--- src/verilog/cise_pkg.sv ---
// Package: opcodes, field layout and reset values for the instruction subset executor
package cise_pkg;
  // ----------------------------------------
  // Operation select codes
  // ----------------------------------------
  typedef enum logic [3:0] {
    CISE_NOP = 4'h0,
    CISE_DEC_SKIP = 4'h1,
    CISE_INC_SKIP = 4'h2,
    CISE_INC = 4'h3,
    CISE_OR_LIT = 4'h4,
    CISE_OR_FILE = 4'h5,
    CISE_BRANCH = 4'h6,
    CISE_IRQ_RET = 4'h7,
    CISE_RET = 4'h8,
    CISE_LIT_RET = 4'h9,
    CISE_ROT_LEFT = 4'ha
  } cise_op_t;

  // ----------------------------------------
  // Sequencer states
  // ----------------------------------------
  typedef enum logic [0:0] {
    CISE_ST_EXEC = 1'b0,
    CISE_ST_FLUSH = 1'b1
  } cise_state_t;

  // ----------------------------------------
  // Widths and field positions
  // ----------------------------------------
  localparam int CISE_DATA_W = 8;
  localparam int CISE_FADDR_W = 7;
  localparam int CISE_PC_W = 15;
  localparam int CISE_BR_W = 11;
  localparam int CISE_LATCH_LO = 3;
  localparam int CISE_LATCH_HI = 6;
  localparam int CISE_IRQ_EN_BIT = 7;
  localparam int CISE_STACK_DEPTH = 16;
  localparam int CISE_SP_W = 4;

  // ----------------------------------------
  // Reset values
  // ----------------------------------------
  localparam logic [7:0] CISE_W_RST = 8'h00;
  localparam logic [14:0] CISE_PC_RST = 15'h0000;
  localparam logic [7:0] CISE_IRQCTL_RST = 8'h00;
endpackage

--- src/verilog/cise_exec.sv ---
// Executor for a subset of an 8-bit core's instructions
// Notes on behaviour
// - File ops use a 7-bit address; dest 0 writes working reg, 1 writes file.
// - Decrement-skip stores f-1; zero result turns next instruction into a no-op.
// - Increment-skip stores f+1; zero result turns next instruction into a no-op.
// - Branch loads 11-bit operand into PC bits 10..0, two cycles, no flags.
// - Branch fills PC bits 14..11 from latch bits 6..3.
// - OR-literal ORs working reg with 8-bit immediate, updates zero flag.
// - Plain increment stores f+1 per destination, updates zero flag, never skips.
// - OR-file ORs working reg with file reg, stores per destination, updates zero.
// - Interrupt return pops stack into PC and sets global enable bit 7.
// - Subroutine return pops stack into PC, two cycles, flags unchanged.
// - Literal return loads immediate into working reg and PC from stack.
// - Rotate left through carry, stores per destination; of the flags only carry changes, one cycle.
`timescale 1ns/10ps
module cise_exec
  import cise_pkg::*;
#(
  parameter int STACK_DEPTH = CISE_STACK_DEPTH
) (
  input wire logic core_clk,
  input wire logic rst_n,
  input wire logic instr_valid,
  input wire logic [3:0] op_code,
  input wire logic [6:0] file_addr,
  input wire logic dest_sel,
  input wire logic [10:0] imm_operand,
  input wire logic [7:0] file_rdata,
  input wire logic [7:0] pc_high_latch,
  input wire logic push_valid,
  input wire logic [14:0] push_addr,
  output logic instr_ready,
  output logic file_we,
  output logic [6:0] file_waddr,
  output logic [7:0] file_wdata,
  output logic [7:0] work_reg,
  output logic [14:0] prog_counter,
  output logic [7:0] irq_control_reg,
  output logic zero_flag,
  output logic carry_flag,
  output logic [3:0] stack_ptr
);

  // ----------------------------------------
  // Decode and datapath
  // ----------------------------------------
  cise_state_t state;
  cise_state_t next_state;
  cise_op_t op;
  logic [14:0] ret_stack [STACK_DEPTH];
  logic [14:0] stack_top;
  logic [7:0] result;
  logic result_valid;
  logic take;
  logic skip;
  logic skip_pending;

  assign op = cise_op_t'(op_code);
  assign take = instr_valid && (state == CISE_ST_EXEC);
  assign stack_top = ret_stack[stack_ptr - 4'h1];

  // Result of the file-register ops
  always_comb begin
    result = 8'h00;
    result_valid = 1'b0;
    skip = 1'b0;
    case (op)
      CISE_DEC_SKIP: begin
        result = file_rdata - 8'h01;
        result_valid = 1'b1;
        skip = (result == 8'h00);
      end
      CISE_INC_SKIP: begin
        result = file_rdata + 8'h01;
        result_valid = 1'b1;
        skip = (result == 8'h00);
      end
      CISE_INC: begin
        result = file_rdata + 8'h01;
        result_valid = 1'b1;
      end
      CISE_OR_FILE: begin
        result = work_reg | file_rdata;
        result_valid = 1'b1;
      end
      CISE_ROT_LEFT: begin
        result = {file_rdata[6:0], carry_flag};
        result_valid = 1'b1;
      end
      default: begin
        result = 8'h00;
      end
    endcase
  end

  // Two-cycle ops flush one slot after they are taken
  always_comb begin
    next_state = CISE_ST_EXEC;
    case (state)
      CISE_ST_EXEC: begin
        if (take && (skip || op == CISE_BRANCH || op == CISE_IRQ_RET ||
            op == CISE_RET || op == CISE_LIT_RET)) begin
          next_state = CISE_ST_FLUSH;
        end
      end
      default: begin
        next_state = CISE_ST_EXEC;
      end
    endcase
  end

  // ----------------------------------------
  // Sequencer
  // ----------------------------------------
  // The flush slot is the replacing no-op; upstream sees ready low for it
  always_ff @(posedge core_clk) begin
    if (!rst_n) begin
      state <= CISE_ST_EXEC;
      instr_ready <= 1'b1;
    end else begin
      state <= next_state;
      instr_ready <= (next_state == CISE_ST_EXEC);
    end
  end

  // ----------------------------------------
  // Working register and file write-back
  // ----------------------------------------
  always_ff @(posedge core_clk) begin
    if (!rst_n) begin
      work_reg <= CISE_W_RST;
      file_we <= 1'b0;
      file_waddr <= 7'h00;
      file_wdata <= 8'h00;
    end else begin
      file_we <= 1'b0;
      if (take && result_valid) begin
        if (dest_sel) begin
          file_we <= 1'b1;
          file_waddr <= file_addr;
          file_wdata <= result;
        end else begin
          work_reg <= result;
        end
      end else if (take && op == CISE_OR_LIT) begin
        work_reg <= work_reg | imm_operand[7:0];
      end else if (take && op == CISE_LIT_RET) begin
        work_reg <= imm_operand[7:0];
      end
    end
  end

  // ----------------------------------------
  // Status flags
  // ----------------------------------------
  // Skip ops leave both flags alone even on a zero result
  always_ff @(posedge core_clk) begin
    if (!rst_n) begin
      zero_flag <= 1'b0;
      carry_flag <= 1'b0;
    end else if (take) begin
      case (op)
        CISE_INC: zero_flag <= (result == 8'h00);
        CISE_OR_FILE: zero_flag <= (result == 8'h00);
        CISE_OR_LIT: zero_flag <= ((work_reg | imm_operand[7:0]) == 8'h00);
        CISE_ROT_LEFT: carry_flag <= file_rdata[7];
        default: begin
        end
      endcase
    end
  end

  // ----------------------------------------
  // Program counter and return stack
  // ----------------------------------------
  // Push port lets the call logic outside fill the stack; wraps when full
  always_ff @(posedge core_clk) begin
    if (!rst_n) begin
      prog_counter <= CISE_PC_RST;
      stack_ptr <= 4'h0;
    end else if (take) begin
      case (op)
        CISE_BRANCH: begin
          prog_counter <= {pc_high_latch[CISE_LATCH_HI:CISE_LATCH_LO],
                           imm_operand};
        end
        CISE_IRQ_RET, CISE_RET, CISE_LIT_RET: begin
          prog_counter <= stack_top;
          stack_ptr <= stack_ptr - 4'h1;
        end
        default: begin
          prog_counter <= prog_counter + 15'h0001;
        end
      endcase
    end else if (state == CISE_ST_FLUSH) begin
      if (skip_pending) begin
        prog_counter <= prog_counter + 15'h0001;
      end
    end else if (push_valid) begin
      stack_ptr <= stack_ptr + 4'h1;
    end
  end

  // Remembers that the flush slot is a skipped instruction, not a jump
  always_ff @(posedge core_clk) begin
    if (!rst_n) begin
      skip_pending <= 1'b0;
    end else begin
      skip_pending <= take && skip;
    end
  end

  // Stack storage is plain flops; no reset needed for contents
  always_ff @(posedge core_clk) begin
    if (!take && state == CISE_ST_EXEC && push_valid) begin
      ret_stack[stack_ptr] <= push_addr;
    end
  end

  // ----------------------------------------
  // Interrupt control register
  // ----------------------------------------
  always_ff @(posedge core_clk) begin
    if (!rst_n) begin
      irq_control_reg <= CISE_IRQCTL_RST;
    end else if (take && op == CISE_IRQ_RET) begin
      irq_control_reg[CISE_IRQ_EN_BIT] <= 1'b1;
    end
  end

endmodule

--- config.mk ---
export PLATFORM = sky130hd
export DESIGN_NAME = cise_exec
export DESIGN_NICKNAME = d
export VERILOG_FILES = /design/src/verilog/cise_pkg.sv /design/src/verilog/cise_exec.sv
export SDC_FILE = /design/constraint.sdc
export NUM_CORES = 1
export LEC_CHECK = 0
export BUFFER_PORTS_ARGS = -buffer_cell sky130_fd_sc_hd__buf_2
export CAP_MARGIN = 0
export CELL_PAD_IN_SITES_DETAIL_PLACEMENT = 1
export CELL_PAD_IN_SITES_GLOBAL_PLACEMENT = 1
export CORE_MARGIN = 3
export CORE_UTILIZATION = 50
export DETAILED_ROUTE_END_ITERATION = 10
export GPL_ROUTABILITY_DRIVEN = 0
export PLACE_DENSITY = 0.77
export SLEW_MARGIN = 0
export SYNTH_ARGS = -nofsm -noshare
export SYNTH_HDL_FRONTEND = slang
export SYNTH_SLANG_ARGS = --single-unit
--- constraint.sdc ---
create_clock -name core_clk -period 3.4 [get_ports core_clk]
set_clock_uncertainty 0.05 [all_clocks]
set_input_delay 0.68 -clock core_clk [delete_from_list [all_inputs] [get_ports core_clk]]
set_output_delay 0.68 -clock core_clk [all_outputs]
set_load 0.02 [all_outputs]
Word-level counts from Yosys, hierarchy flattened:

Memories as Yosys holds them, arrays and structs flattened.
Cells that the tools add are included.

* flip-flop bits (word level): 49
* bits in writable memories: 240
* input port bits: 58
* output and inout bits: 54
* logic and storage cells: 90
* memories kept: 1

Memory list
* ret_stack: depth 16, bits a word 15, read ports 1, clocked after memory_dff 0, write ports 1, line cise_exec.sv:50 `logic [14:0] ret_stack [STACK_DEPTH];`

* $add $sub $neg: 5
* eq/ne operators: 13
* multiplexer cells: 21
* bitwise logic cells: 4
* reductions and logical operators: 34

Operators by type and width (count)
* 15-bit 2-to-1 mux: 3
* 8-bit logical NOT: 4
* 8-bit 2-to-1 mux: 4
* 8-bit case mux with 4 select lines: 1
* 15-bit case mux with 2 select lines: 1
* 4-bit by 3-bit equality test with 1-bit output (second input constant): 4
* 4-bit 2-to-1 mux: 4
* 8-bit bitwise OR: 2
* 15-bit by 1-bit adder with 15-bit output (second input constant): 1
* 4-bit equality test (second input constant): 3
* 2-bit AND reduction: 6
* 1-bit logical AND: 9
* 8-bit by 1-bit adder with 8-bit output (second input constant): 1
* 4-bit by 2-bit equality test with 1-bit output (second input constant): 2
* 2-bit nonzero test: 4
* 8-bit by 1-bit subtractor with 8-bit output (second input constant): 1
* 1-bit 2-to-1 mux: 6
* 5-bit OR reduction: 1
* 4-bit by 1-bit adder with 4-bit output (second input constant): 1
* 4-bit by 1-bit equality test with 1-bit output (second input constant): 1
* 1-bit logical OR: 4
* 2-bit by 1-bit != test with 1-bit output (second input constant): 2
* 1-bit case mux with 2 select lines: 2
* 2-bit OR reduction: 2
* 7 further kinds: 8

Longest topological paths before layout:

* word-level depth: 11
* gate-level depth with buffers: 13
* mapped depth without buffers: 8

Worst setup path after synthesis:

Ideal clock, no wire load.

* path kind: flip-flop to flip-flop
* start point: register stack_ptr[0]
* end point: register prog_counter[14]
* setup time: 0.136 ns
* arrival: 2.962 ns
* data required time: 3.214 ns
* setup slack: 0.253 ns
* stages on the path, launching flop included: 14
* path buffers: 6
* period minus slack after synthesis: 3.147 ns
* cell sequence: dfxtp_1 > buf_4 > buf_4 > buf_2 > inv_1 > ha_1 > buf_2 > buf_2 > clkbuf_1 > mux4_2 > mux2i_1 > nand2_1 > nand3_1 > a31oi_1

* word-level cells in the longest chain between the ends: 4

Ends and longest elaborated chain
* start: declaration: line cise_exec.sv:41 `output logic [3:0] stack_ptr`
* start signal: assignment: line cise_exec.sv:189 `stack_ptr <= stack_ptr - 4'h1;`
* start signal: assignment: line cise_exec.sv:200 `stack_ptr <= stack_ptr + 4'h1;`
* 4-bit by 1-bit subtractor with 4-bit output: line cise_exec.sv:60 `assign stack_top = ret_stack[stack_ptr - 4'h1];`
* memory 16 x 15 bit
* 15-bit case mux with 2 select lines: line cise_exec.sv:182 `case (op)`
* 15-bit 2-to-1 mux: line cise_exec.sv:181 `end else if (take) begin`
* end signal: assignment: line cise_exec.sv:184 `prog_counter <= {pc_high_latch[CISE_LATCH_HI:CISE_LATCH_LO],`
* end signal: assignment: line cise_exec.sv:188 `prog_counter <= stack_top;`
* end signal: assignment: line cise_exec.sv:192 `prog_counter <= prog_counter + 15'h0001;`
* end: declaration: line cise_exec.sv:37 `output logic [14:0] prog_counter,`

No other way between the ends.
A chain may end at the register's enable or synchronous reset.

Worst setup path after layout:

* start point: register stack_ptr[1]
* end point: register prog_counter[2]

Same word-level chain as after synthesis.

==> flow_summary.ini <==
[floorplanning]
row_count = 57
io_pins = 112
dieArea_mm2 = 0.0271
die_y_um = 165
initial_core_util_pct = 51.3
core_area_mm2 = 0.0245
die_w_um = 165

[worst_hold_path]
hold_class = primary input to flip-flop
worstHoldStart = file_addr[5]
hold_path_depth = 3
min_to = file_waddr[5]$_SDFFE_PN0P_

[synth]
yosys.area.top_type_share_pct = 57.3
netlist_area_mm2 = 0.0126
synth_area_leader_cell = edfxtp_1
ys_types = 67
synth_area_leaders = edfxtp_1 (57%), mux4_2 (11%), dfxtp_1 (7.8%)
synth_edf_count = 240
ys_warn_count = 0
synth-seq-area-share_pct = 65.0
ys.flop_type = edfxtp_1
synth-seq-cells = 289
syn-instance-count = 834
syn_area_per_cell_um2 = 15.1
synthArstFlopShare_pct = 0

[run]
cap_viol_max_count = 0

[finish]
drive_gt1_share_pct = 28.7
syn2layout_area_growth_pct = 16.2
fill_cells = 2339
utilization_pct = 59.6
finalNonFillerCells = 1297
layout_common_cells = edfxtp_1 (240), buf_2 (100), nand2_1 (69)
regMostFlops = ret_stack
layout_commonest_cell = edfxtp_1
reg.largest.list = ret_stack: 240 flops, prog_counter: 15 flops
nets = 1018
n_antenna_cell = 0
largest_reg_flops = 240

[setup_path]
critPathMaxFanout = 13
r2r-end = prog_counter[2]$_SDFFE_PN0P_
r2r_slack_ns = 0.51
critPathArrivalTime_ns = 3.25
reg2reg_depth = 8
crit_path_start_kind = flip-flop
end_kind = flip-flop
crit_type = flip-flop to flip-flop
critPathRequiredTime_ns = 3.76
r2r_start = stack_ptr[1]$_SDFFE_PN0P_

[clock_tree]
cts_tree = done
numCtsBuffers = 30
cts_root_buf = clkbuf_16
clock_latency_ns = 0.55
post_cts_buffers = 0
cts.clk_slew.worst_paths_ns = 0.06
cts_hold_buffers = 0
post_cts_resize_count = 0
clock-sinks = 289
clockBufferDepth = 3
htree_levels = 1

[grt]
grtUsageTotal_pct = 24.5
grt_pass1_vias = 8060
grt_max_degree = 41
antenna_found_initial = 2
grt_overflow = 0
grt_pass1_wl_um = 49700

[route]
vias_per_cell = 6.05
drt_iter0_drc = 730
routedWlPerCell_um = 25.4
final_antenna_net_count = 0
drcViolationCount = 0
drt-total-wl_um = 33000
vias = 7853
first_pass_iters = 5

[outcome]
outcome = completed

[place]
pre_cts_slack_ns = 0.507
dp.cells = 1243
portBuffers = 100
dpl.hpwl_um = 21200

[pwr]
p_leak_nw = 5.02
p_per_area_mw_per_mm2 = 586
vdd_ir_drop_max_mv = 0.545

[sta]
min_period_ns = 2.89
worst_slack_ns = 0.510
tns_ns = 0
finalCritPeriodShare_pct = 85.0
setup_violations = 0
finalHoldWorstSlack_ns = 0.324
rsz0062_at_grt = false
fmax_mhz = 346
hold_viol = 0
drv_slew = 0
tightest_slew_ns = 0.817
max_slew_margin_pct = 45.5
## cell usage after synthesis (5+ instances only)
cell type	instances
nand2_1	69
a211oi_1	12
a22oi_1	6
xnor2_1	12
clkbuf_1	24
o21a_1	9
edfxtp_1	240
buf_4	14
nor4_1	7
nand2b_1	8
o21ai_0	24
mux4_2	60
inv_1	8
and2_1	7
nand3_1	23
a221oi_1	16
buf_2	20
ha_1	9
xor2_1	9
nor2_1	52
nor3_1	11
a21oi_1	30
nand4_1	7
dfxtp_1	49
mux2i_1	32
and3_1	5
nor3b_1	6
## layer usage
layer  track usage [%]  vias to the layer above  wire length [µm]
li1                  -                     3496                 -
met1              32.2                     4063             13300
met2              42.9                      245             16900
met3              4.67                       45              2160
met4              5.22                        4               599
met5                 0                        -                24
## area by class of cell
| type | instances | area (µm²) | area share (%) |
|---|---|---|---|
| clock inverter | 18 | 273 | 1.87 |
| multi-input combinational | 482 | 4140 | 28.3 |
| timing repair buffer | 139 | 806 | 5.51 |
| sequential | 289 | 8190 | 56.0 |
| tap | 324 | 405 | 2.77 |
| inverter | 9 | 33.8 | 0.231 |
| clock buffer | 36 | 773 | 5.29 |
## metrics by stage
stage | total power [mW] | area (µm²)
CTS | 8.64 | 14600
finish | 8.57 | 14600
global placement | 5.14 | 13600
detailed placement | 5.17 | 13600
global route | 8.87 | 14600
floorplan | 4.79 | 12600
## where the power goes
part	internal (mW)	switching, mW
clock	2.14	1.32
combinational	0.476	0.680
sequential	3.89	0.0524
total	6.51	2.05
## worst max-delay path, stage by stage, from the launching register on
cell	delay (ns)
dfxtp_1	0.45
inv_1	0.13
ha_2	0.22
xor2_2	0.50
inv_1	0.49
a211oi_1	0.45
a21oi_1	0.10
a221oi_1	0.25
a21oi_1	0.10
## how the worst max path moves through the flow
stage                                          from                       endpoint  slack (ns)  cells after the start
after floorplan           stack_ptr[0]$_SDFFE_PN0P_  prog_counter[14]$_SDFFE_PN0P_        0.25                     13
after global placement                file_rdata[0]         zero_flag$_SDFFE_PN0P_        0.55                      8
after detailed placement              file_rdata[0]         zero_flag$_SDFFE_PN0P_        0.51                      8
after CTS                 stack_ptr[1]$_SDFFE_PN0P_   prog_counter[2]$_SDFFE_PN0P_        0.50                      8
after global routing      stack_ptr[1]$_SDFFE_PN0P_   prog_counter[2]$_SDFFE_PN0P_        0.34                      8
final                     stack_ptr[1]$_SDFFE_PN0P_   prog_counter[2]$_SDFFE_PN0P_        0.51                      8
## logic make-up after synthesis
group	Yosys count	synth area share [%]
buf+inv	69	2.73
other cells	1	0.0298
simple gates	219	8.84
mux	96	13.6
compound gates	129	7.24
flops	289	65.0
fa+ha+maj	9	0.895
xor+xnor	22	1.59
Note: power is estimated with default switching activity, not from simulation.
